File: config.mk
export PLATFORM = sky130hd
export DESIGN_NAME = pdwc_top
export DESIGN_NICKNAME = d
export VERILOG_FILES = /design/src/pdwc_pkg.sv /design/src/pdwc_clkdiv.sv /design/src/pdwc_top.sv
export SDC_FILE = /design/constraint.sdc
export NUM_CORES = 1
export LEC_CHECK = 0
export BUFFER_PORTS_ARGS = -buffer_cell sky130_fd_sc_hd__buf_2
export CORE_MARGIN = 3
export CORE_UTILIZATION = 41
export DETAILED_ROUTE_END_ITERATION = 10
export PLACE_DENSITY = 0.69
export SLEW_MARGIN = 20
export SYNTH_ARGS = -nofsm -noshare
export SYNTH_HDL_FRONTEND = slang
export SYNTH_SLANG_ARGS = --single-unit
File: constraint.sdc
create_clock -name mclk_in -period 6.8 [get_ports mclk_in]
set_clock_uncertainty 0.05 [all_clocks]
set_input_delay 1.36 -clock mclk_in [delete_from_list [all_inputs] [get_ports mclk_in]]
set_output_delay 1.36 -clock mclk_in [all_outputs]
set_load 0.02 [all_outputs]
File: src/pdwc_pkg.sv
package pdwc_pkg;
  localparam int unsigned CLK_HZ          = 40000000;
  localparam int unsigned POR_DELAY_MS    = 128;
  localparam int unsigned PLL_LOCK_US     = 1000;
  localparam int unsigned XTAL_START_MS   = 150;
  localparam int unsigned POR_CYCLES      = CLK_HZ / 1000 * POR_DELAY_MS;
  localparam int unsigned PLL_LOCK_CYCLES = CLK_HZ / 1000000 * PLL_LOCK_US;
  localparam int unsigned XTAL_CYCLES     = CLK_HZ / 1000 * XTAL_START_MS;
  localparam int unsigned CNT_W           = 32;

  // word byte addresses
  localparam logic [3:0] ADDR_PLL_CTL = 4'h0;
  localparam logic [3:0] ADDR_PWR_CTL = 4'h4;
  localparam logic [3:0] ADDR_IRQ_EN  = 4'h8;
  localparam logic [3:0] ADDR_STATUS  = 4'hC;

  // pll control fields
  localparam int unsigned PLL_DIV_LSB  = 0;
  localparam int unsigned PLL_DIV_W    = 3;
  localparam int unsigned PLL_XPD_BIT  = 4;
  localparam int unsigned PLL_LOCK_BIT = 6;
  localparam logic [7:0]  PLL_CTL_RST  = 8'h03;
  // power control fields
  localparam int unsigned PWR_PD_BIT   = 1;
  localparam int unsigned PWR_EXT0_BIT = 5;
  localparam int unsigned PWR_SER_BIT  = 6;
  localparam logic [7:0]  PWR_CTL_RST  = 8'h00;
  // interrupt enable fields
  localparam int unsigned IEN_EXT0_BIT = 0;
  localparam int unsigned IEN_SPI_BIT  = 1;
  localparam int unsigned IEN_TIC_BIT  = 2;
  localparam logic [7:0]  IRQ_EN_RST   = 8'h00;
  // status fields
  localparam int unsigned ST_RUN_BIT   = 0;
  localparam int unsigned ST_PD_BIT    = 1;
  localparam int unsigned ST_XTAL_BIT  = 2;

  typedef enum logic [2:0] {
    PDWC_POR, PDWC_RUN, PDWC_PDOWN, PDWC_XTAL, PDWC_LOCK
  } pdwc_state_t;
endpackage

File: src/pdwc_clkdiv.sv
`timescale 1ns/100ps
// core clock enable: one pulse every 2**code cycles
module pdwc_clkdiv
  import pdwc_pkg::*;
(
  input  wire logic                 mclk_in,
  input  wire logic                 arst_n_in,
  input  wire logic                 run_in,
  input  wire logic [PLL_DIV_W-1:0] code_in,
  output logic                      core_en_out
);
  logic [6:0] cnt_q;
  logic [6:0] mask;

  assign mask        = 7'((8'h01 << code_in) - 8'h01);
  assign core_en_out = run_in && ((cnt_q & mask) == 7'h00);

  always_ff @(posedge mclk_in or negedge arst_n_in) begin
    if (!arst_n_in) begin
      cnt_q <= 7'h00;
    end else if (run_in) begin
      cnt_q <= cnt_q + 7'h01;
    end
  end

  a_div_rate : assert property (@(posedge mclk_in) disable iff (!arst_n_in)
      core_en_out && code_in == 3'h3 |=> (!core_en_out || code_in != 3'h3) [*7])
    else $error("divide by eight gave an early enable");
endmodule

File: src/pdwc_top.sv
// Our own choices: register access over Wishbone and the placing of the registers.
`timescale 1ns/100ps
module pdwc_top
  import pdwc_pkg::*;
#(
  parameter int unsigned POR_CNT  = POR_CYCLES,
  parameter int unsigned LOCK_CNT = PLL_LOCK_CYCLES,
  parameter int unsigned XTAL_CNT = XTAL_CYCLES
)(
  input  wire logic        mclk_in,
  input  wire logic        arst_n_in,
  input  wire logic        wb_cyc_in,
  input  wire logic        wb_stb_in,
  input  wire logic        wb_we_in,
  input  wire logic [3:0]  wb_adr_in,
  input  wire logic [3:0]  wb_sel_in,
  input  wire logic [31:0] wb_dat_in,
  output logic [31:0]      wb_dat_out,
  output logic             wb_ack_out,
  input  wire logic        tic_irq_in,
  input  wire logic        tic_enabled_in,
  input  wire logic        spi_irq_in,
  input  wire logic        external_irq0_in,
  input  wire logic        irq_ack_in,
  output logic             core_reset_out,
  output logic             core_clk_en_out,
  output logic             osc32k_run_out,
  output logic             pll_locked_out,
  output logic             wake_irq_out,
  output logic             resume_next_out
);
  pdwc_state_t state_q;
  logic [CNT_W-1:0] cnt_q;
  logic [7:0] pll_control_reg_q;
  logic [7:0] power_control_reg_q;
  logic [7:0] irq_en_q;
  logic       xtal_was_off_q;
  logic       wake_pend_q;
  logic       resume_q;
  logic       wake_tic;
  logic       wake_spi;
  logic       wake_ext0;
  logic       wake_any;
  logic       wr_stb;
  logic       bus_req;
  logic       pd_req;

  function automatic logic [7:0] wb_merge(input logic [7:0] old, input logic [31:0] d, input logic [3:0] sel);
    wb_merge = sel[0] ? d[7:0] : old;
  endfunction

  assign bus_req = wb_cyc_in && wb_stb_in && !wb_ack_out;
  assign wr_stb  = bus_req && wb_we_in;
  assign pd_req  = wr_stb && wb_adr_in == ADDR_PWR_CTL && wb_sel_in[0] && wb_dat_in[PWR_PD_BIT];

  // oscillator stays up unless software asked to drop the crystal and the sequencer is in power-down
  assign osc32k_run_out = !(pll_control_reg_q[PLL_XPD_BIT] && state_q == PDWC_PDOWN);
  assign wake_tic  = tic_irq_in && tic_enabled_in && irq_en_q[IEN_TIC_BIT] && osc32k_run_out;
  assign wake_spi  = spi_irq_in && irq_en_q[IEN_SPI_BIT] && power_control_reg_q[PWR_SER_BIT];
  assign wake_ext0 = external_irq0_in && irq_en_q[IEN_EXT0_BIT] && power_control_reg_q[PWR_EXT0_BIT];
  assign wake_any  = wake_tic || wake_spi || wake_ext0;

  assign core_reset_out  = state_q == PDWC_POR;
  assign pll_locked_out  = pll_control_reg_q[PLL_LOCK_BIT];
  assign resume_next_out = resume_q;
  assign wake_irq_out    = wake_pend_q;

  pdwc_clkdiv u_div (
    .mclk_in     (mclk_in),
    .arst_n_in   (arst_n_in),
    .run_in      (state_q != PDWC_POR && state_q != PDWC_PDOWN),
    .code_in     (pll_control_reg_q[PLL_DIV_LSB +: PLL_DIV_W]),
    .core_en_out (core_clk_en_out)
  );

  // sequencer; clock runs unlocked during xtal and lock phases
  always_ff @(posedge mclk_in or negedge arst_n_in) begin
    if (!arst_n_in) begin
      state_q <= PDWC_POR;
      cnt_q   <= '0;
    end else begin
      unique case (state_q)
        PDWC_POR: begin
          if (cnt_q >= CNT_W'(POR_CNT - 1)) begin
            state_q <= PDWC_RUN;
            cnt_q   <= '0;
          end else begin
            cnt_q <= cnt_q + 1'b1;
          end
        end
        PDWC_RUN: begin
          if (pd_req) begin
            state_q <= PDWC_PDOWN;
          end
        end
        PDWC_PDOWN: begin
          cnt_q <= '0;
          if (wake_any) begin
            state_q <= xtal_was_off_q ? PDWC_XTAL : PDWC_LOCK;
          end
        end
        PDWC_XTAL: begin
          if (cnt_q >= CNT_W'(XTAL_CNT - 1)) begin
            state_q <= PDWC_LOCK;
            cnt_q   <= '0;
          end else begin
            cnt_q <= cnt_q + 1'b1;
          end
        end
        PDWC_LOCK: begin
          if (cnt_q >= CNT_W'(LOCK_CNT - 1)) begin
            state_q <= PDWC_RUN;
            cnt_q   <= '0;
          end else begin
            cnt_q <= cnt_q + 1'b1;
          end
          if (pd_req) begin
            state_q <= PDWC_PDOWN;
          end
        end
        default: state_q <= PDWC_POR;
      endcase
    end
  end

  always_ff @(posedge mclk_in or negedge arst_n_in) begin
    if (!arst_n_in) begin
      xtal_was_off_q <= 1'b0;
    end else if (state_q == PDWC_PDOWN) begin
      xtal_was_off_q <= xtal_was_off_q | pll_control_reg_q[PLL_XPD_BIT];
    end else if (state_q == PDWC_RUN) begin
      xtal_was_off_q <= 1'b0;
    end
  end

  // wake interrupt and resume marker held until the core acknowledges; set wins
  always_ff @(posedge mclk_in or negedge arst_n_in) begin
    if (!arst_n_in) begin
      wake_pend_q <= 1'b0;
      resume_q    <= 1'b0;
    end else if (state_q == PDWC_PDOWN && wake_any) begin
      wake_pend_q <= 1'b1;
      resume_q    <= 1'b1;
    end else if (irq_ack_in) begin
      wake_pend_q <= 1'b0;
      resume_q    <= 1'b0;
    end
  end

  // registers; lock bit is hardware owned
  always_ff @(posedge mclk_in or negedge arst_n_in) begin
    if (!arst_n_in) begin
      pll_control_reg_q   <= PLL_CTL_RST;
      power_control_reg_q <= PWR_CTL_RST;
      irq_en_q            <= IRQ_EN_RST;
    end else begin
      if (wr_stb && wb_adr_in == ADDR_PLL_CTL) begin
        pll_control_reg_q <= wb_merge(pll_control_reg_q, wb_dat_in, wb_sel_in);
      end
      pll_control_reg_q[PLL_LOCK_BIT] <= (state_q == PDWC_RUN);
      if (wr_stb && wb_adr_in == ADDR_PWR_CTL) begin
        power_control_reg_q <= wb_merge(power_control_reg_q, wb_dat_in, wb_sel_in);
      end
      power_control_reg_q[PWR_PD_BIT] <= 1'b0;
      if (wr_stb && wb_adr_in == ADDR_IRQ_EN) begin
        irq_en_q <= wb_merge(irq_en_q, wb_dat_in, wb_sel_in);
      end
    end
  end

  always_ff @(posedge mclk_in or negedge arst_n_in) begin
    if (!arst_n_in) begin
      wb_ack_out <= 1'b0;
      wb_dat_out <= '0;
    end else begin
      wb_ack_out <= bus_req;
      if (bus_req && !wb_we_in) begin
        unique case (wb_adr_in)
          ADDR_PLL_CTL: wb_dat_out <= {24'h000000, pll_control_reg_q};
          ADDR_PWR_CTL: wb_dat_out <= {24'h000000, power_control_reg_q};
          ADDR_IRQ_EN:  wb_dat_out <= {24'h000000, irq_en_q};
          ADDR_STATUS:  wb_dat_out <= {29'h00000000, xtal_was_off_q, state_q == PDWC_PDOWN, state_q == PDWC_RUN};
          default:      wb_dat_out <= 32'h00000000;
        endcase
      end
    end
  end

  a_lock_after_wake : assert property (@(posedge mclk_in) disable iff (!arst_n_in)
      $rose(state_q == PDWC_LOCK) |-> !pll_locked_out [*2])
    else $error("lock reported too early");
  a_pd_holds : assert property (@(posedge mclk_in) disable iff (!arst_n_in)
      state_q == PDWC_PDOWN && !wake_any |=> state_q == PDWC_PDOWN)
    else $error("left power-down without a wake source");
  a_pd_no_clock : assert property (@(posedge mclk_in) disable iff (!arst_n_in)
      state_q == PDWC_PDOWN |-> !core_clk_en_out)
    else $error("core clock ran in power-down");
  a_osc_kept : assert property (@(posedge mclk_in) disable iff (!arst_n_in)
      !pll_control_reg_q[PLL_XPD_BIT] |-> osc32k_run_out)
    else $error("oscillator stopped with crystal enabled");
  a_spi_wake : assert property (@(posedge mclk_in) disable iff (!arst_n_in)
      state_q == PDWC_PDOWN && wake_spi |=> state_q != PDWC_PDOWN && wake_irq_out)
    else $error("spi wake missed");
  a_ext0_wake : assert property (@(posedge mclk_in) disable iff (!arst_n_in)
      state_q == PDWC_PDOWN && wake_ext0 |=> resume_next_out)
    else $error("ext0 wake missed");
  a_tic_wake : assert property (@(posedge mclk_in) disable iff (!arst_n_in)
      state_q == PDWC_PDOWN && wake_tic && !irq_ack_in |=> wake_irq_out)
    else $error("interval wake missed");
  a_xtal_path : assert property (@(posedge mclk_in) disable iff (!arst_n_in)
      state_q == PDWC_PDOWN && wake_any && xtal_was_off_q |=> state_q == PDWC_XTAL)
    else $error("crystal start-up skipped");
  a_por_reset : assert property (@(posedge mclk_in) disable iff (!arst_n_in)
      $fell(core_reset_out) |-> $past(cnt_q) == CNT_W'(POR_CNT - 1))
    else $error("reset released at wrong count");

  // reset delay and oscillator checks
  a_por_no_clock : assert property (@(posedge mclk_in) disable iff (!arst_n_in)
      core_reset_out |-> !core_clk_en_out)
    else $error("core clock ran during reset delay");

  a_por_unlocked : assert property (@(posedge mclk_in) disable iff (!arst_n_in)
      core_reset_out |-> !pll_locked_out)
    else $error("lock shown during reset delay");

  a_osc_awake : assert property (@(posedge mclk_in) disable iff (!arst_n_in)
      state_q != PDWC_PDOWN |-> osc32k_run_out)
    else $error("oscillator stopped outside power-down");

  a_osc_dropped : assert property (@(posedge mclk_in) disable iff (!arst_n_in)
      state_q == PDWC_PDOWN && pll_control_reg_q[PLL_XPD_BIT] |-> !osc32k_run_out)
    else $error("crystal kept running when asked off");

  // wake gating, wake interrupt, sequencer and bus acknowledge checks
  a_tic_gated : assert property (@(posedge mclk_in) disable iff (!arst_n_in)
      state_q == PDWC_PDOWN && !irq_en_q[IEN_TIC_BIT] && !wake_spi && !wake_ext0 |=> state_q == PDWC_PDOWN)
    else $error("disabled interval source woke the device");

  a_spi_gated : assert property (@(posedge mclk_in) disable iff (!arst_n_in)
      state_q == PDWC_PDOWN && !power_control_reg_q[PWR_SER_BIT] && !wake_tic && !wake_ext0
      |=> state_q == PDWC_PDOWN)
    else $error("spi woke without serial wake enable");

  a_ext0_gated : assert property (@(posedge mclk_in) disable iff (!arst_n_in)
      state_q == PDWC_PDOWN && !power_control_reg_q[PWR_EXT0_BIT] && !wake_tic && !wake_spi
      |=> state_q == PDWC_PDOWN)
    else $error("ext0 woke without its wake enable");

  a_resume_pair : assert property (@(posedge mclk_in) disable iff (!arst_n_in)
      wake_irq_out |-> resume_next_out)
    else $error("wake interrupt without resume marker");

  a_wake_sticky : assert property (@(posedge mclk_in) disable iff (!arst_n_in)
      wake_irq_out && !irq_ack_in |=> wake_irq_out)
    else $error("wake interrupt dropped before service");

  a_pd_entry : assert property (@(posedge mclk_in) disable iff (!arst_n_in)
      state_q == PDWC_RUN && pd_req |=> state_q == PDWC_PDOWN)
    else $error("power-down request ignored");

  a_direct_lock : assert property (@(posedge mclk_in) disable iff (!arst_n_in)
      state_q == PDWC_PDOWN && wake_any && !xtal_was_off_q |=> state_q == PDWC_LOCK)
    else $error("wake skipped the lock phase");

  a_xtal_done : assert property (@(posedge mclk_in) disable iff (!arst_n_in)
      state_q == PDWC_XTAL && cnt_q == CNT_W'(XTAL_CNT - 1) |=> state_q == PDWC_LOCK)
    else $error("crystal phase did not end on time");

  a_xtal_flag : assert property (@(posedge mclk_in) disable iff (!arst_n_in)
      state_q == PDWC_PDOWN && pll_control_reg_q[PLL_XPD_BIT] |=> xtal_was_off_q)
    else $error("crystal-off flag not recorded");

  a_lock_done : assert property (@(posedge mclk_in) disable iff (!arst_n_in)
      state_q == PDWC_LOCK && cnt_q == CNT_W'(LOCK_CNT - 1) && !pd_req |=> state_q == PDWC_RUN)
    else $error("lock phase did not end on time");

  a_lock_sets : assert property (@(posedge mclk_in) disable iff (!arst_n_in)
      state_q == PDWC_RUN |=> pll_locked_out)
    else $error("lock bit missing in run");

  a_lock_clock : assert property (@(posedge mclk_in) disable iff (!arst_n_in)
      state_q == PDWC_LOCK && pll_control_reg_q[PLL_DIV_LSB +: PLL_DIV_W] == '0 |-> core_clk_en_out)
    else $error("core stalled while waiting for lock");

  a_run_no_reset : assert property (@(posedge mclk_in) disable iff (!arst_n_in)
      state_q == PDWC_RUN |-> !core_reset_out)
    else $error("core held in reset while running");

  a_ack_pulse : assert property (@(posedge mclk_in) disable iff (!arst_n_in)
      wb_ack_out |=> !wb_ack_out)
    else $error("bus acknowledge longer than one cycle");
endmodule
==> out/results.txt <==
Syn Inst Count: 453
# port buffers: 37
Post-route ant nets: 0
Worst Path Class, Setup: reg -> out
Avg Vias per Cell: 5.522
Dominant cell type by area after synthesis: dfrtp_1
Most frequent cell after synthesis: dfrtp_1
Clk pin slew, worst setup/hold paths: 0.09 ns
Setup TNS: 0 ns
Worst Setup Start Kind: register
PD cells: 244.9 nW/um^2
Core Area: 10320 sq um
Yosys warns: 0
Ys async rst share: 1.000
Post-CTS sizing: 0
Antenna violations before repair: 0
Nets: 535
Syn_area_per_cell: 9.639 sq um
H-tree levels: 3
CP arrival: 2.41 ns
CTS Buf Count: 9
FP Rows: 37
Io pins: 89
Final instance area: 4706 sq um
Synth top cells by count: 74 x dfrtp_1, 53 x nand2_1, 29 x o21ai_0
Lkg Pwr: 2.086 nW
Clock Sinks: 76
Crit path launch: pll_control_reg_q[2]$_DFFE_PN0P_
Number of hold buffers added after CTS: 0
Setup repair bufs after CTS: 0
TritonRoute pass-1 iters: 4
Register bit total from synthesis: 76
F_max: 261.5 MHz
Critical-path maximum fanout: 6
Clock root buffer: clkbuf_8
Post-Syn Area: 4367 sq um
Hold path startpoint: wb_ack_out$_DFF_PN0_
Post-Route WL: 9468 um
Max Cap Violations: 0
Initial Utilization: 0.4230
Clk buf depth: 2
Via Count: 3440
Area Overhead vs Synth: 7.765%
Max Slew Vio Count: 0
RR Startpoint: cnt_q[0]$_DFFE_PN0P_
Diode count: 0
Synth cell types: 67
Critical-path top delay cell: dfrtp_1
Chip width: 109.2 um
# DRC: 0
Worst IR Drop VDD: 0.0001097 V
GPL Wtd Cong: 0.8653
Synth area leaders: dfrtp_1 42%, mux2_2 5.4%, buf_4 4.6%
Endpoints failing hold: 0
First-pass GRT wire length: 16310 um
Sequential fraction of the synthesis area: 0.4361
DP Wirelength: 6515 um
RSZ-0062 raised after global routing: no
Die height: 109.2 um
CP required: 5.39 ns
Min Tclk post-route: 3.823 ns
Total global routing overflow: 0
Logic pwr share: 0.221
Slew headroom: 0.4527
Largest net degree at the start of global routing: 77
P_int: 739.2 uW
Flop pwr share: 0.493
Post-DP Area: 4494 sq um
WL/cell: 15.20 um
Yosys top cell area share: 0.4241
Clk network pwr share: 0.287
Crit path capture type: output pin
Number of synthesized flops with an enable pin: 0
Crit path cell chain: or3_1, ha_1, inv_1, a221o_1, a221oi_1, nand2_1, a21oi_1, buf_2
CTS tree: done
Vias in the first global route: 3456
Switching pwr: 413.1 uW
Final setup fails: 0
Worst Max-Slew Pin Slew: 0.8147 ns
Die Footprint: 11920 sq um
Sw frac: 0.3585
Clk_lat worst skew: 0.36 ns
Top_reg_cell synth: dfrtp_1
Iteration-0 DRC Markers: 238
Status: completed
Hold crit path type: reg -> reg
Tcrit/Tclk final: 0.5623
Layout cells sized above 1: 0.1971
CP peak stage delay: 0.46 ns
GRT Total Usage: 0.1709
-- power groups by stage --
stage	clock, mW	sequential (mW)	combinational (mW)
after floorplan	0	0.560	0.211
after global placement	0	0.571	0.247
after detailed placement	0	0.576	0.255
after CTS	0.339	0.567	0.256
after global routing	0.357	0.577	0.290
final	0.330	0.568	0.254
-- cell usage in the layout (no fill, tap or decap), types with 6 or more instances in the layout --
master / count
buf_2: 36
nor3_1: 18
clkbuf_8: 9
nand4_1: 8
dfrtp_1: 74
o31ai_1: 6
mux2i_1: 7
nand2_1: 53
o21ai_0: 29
nand3_1: 22
xnor2_1: 10
or3_1: 7
a22o_1: 9
conb_1: 24
a21oi_1: 11
inv_1: 15
a31oi_1: 6
mux2_2: 21
nor2_1: 25
-- stage by stage --
stage | cells | hold WS [ns] | utilization | setup slack, ns | power [mW]
floorplan | 476 | 0.4136 | - | 3.365 | 0.7710
global placement | 606 | 0.3990 | 0.4353 | 3.379 | 0.8179
detailed placement | 606 | 0.4073 | 0.4353 | 3.353 | 0.8306
CTS | 622 | 0.4201 | 0.4532 | 2.943 | 1.161
global route | 623 | 0.4508 | 0.4558 | 2.803 | 1.224
finish | 623 | 0.4245 | 0.4558 | 2.977 | 1.152
-- layer usage --
layer,part of all wire,GRT usage
met3,0.046,0.02842
met4,0.019,0.07480
met1,0.46,0.2208
met5,0,0
met2,0.47,0.2825
-- state kept, by name, summed over array words and instances, names as in the netlist --
register             flops
power_control_reg_q      7
xtal_was_off_q           1
state_q                  3
pll_control_reg_q        8
wb_dat_out               8
cnt_q                   32
irq_en_q                 8
u_div.cnt_q              7
resume_next_out          1
wb_ack_out               1
-- area by class of cell --
type / instances / area [sq um]
Multi-Input combinational cell: 340 / 2165
Clock buffer: 9 / 123.9
Fill cell: 993 / 5618
Timing Repair Buffer: 39 / 222.7
Clock inverter: 7 / 60.06
Inverter: 16 / 60.06
Sequential cell: 76 / 1904
Tap cell: 136 / 170.2
-- final timing paths --
kind / slack, ns / endpoint / depth (start not counted)
max in group asynchronous: 5.27 / pll_control_reg_q[0]$_DFFE_PN1P_ / 2
setup reg to reg: 3.99 / cnt_q[2]$_DFFE_PN0P_ / 8
hold / removal: 0.42 / wb_ack_out$_DFF_PN0_ / 1
hold reg to reg: 0.42 / wb_ack_out$_DFF_PN0_ / 1
setup / recovery: 2.98 / core_clk_en_out / 8
min in group asynchronous: 0.83 / u_div.cnt_q[6]$_DFFE_PN0P_ / 1
-- worst max-delay path: cells and delay by family (launching register included) --
kind / cells / cell delay, ns
AO/OA/AOI/OAI: 3 / 0.63
AND/OR/NAND/NOR: 2 / 0.47
flip-flops: 1 / 0.46
adder cells (fa/ha/maj): 1 / 0.28
buffers and inverters: 2 / 0.21
-- cells by family (layout without fill, tap and decap cells) --
group,Yosys count,in the layout,synth area share
xor+xnor,14,14,0.02808
fa+ha+maj,3,3,0.008597
compound gates,94,94,0.1493
buf+inv,60,71,0.08796
flops,76,76,0.4361
other cells,1,24,0.0008588
simple gates,175,175,0.2086
mux,30,30,0.08052
(Power assumes the default switching activity.)
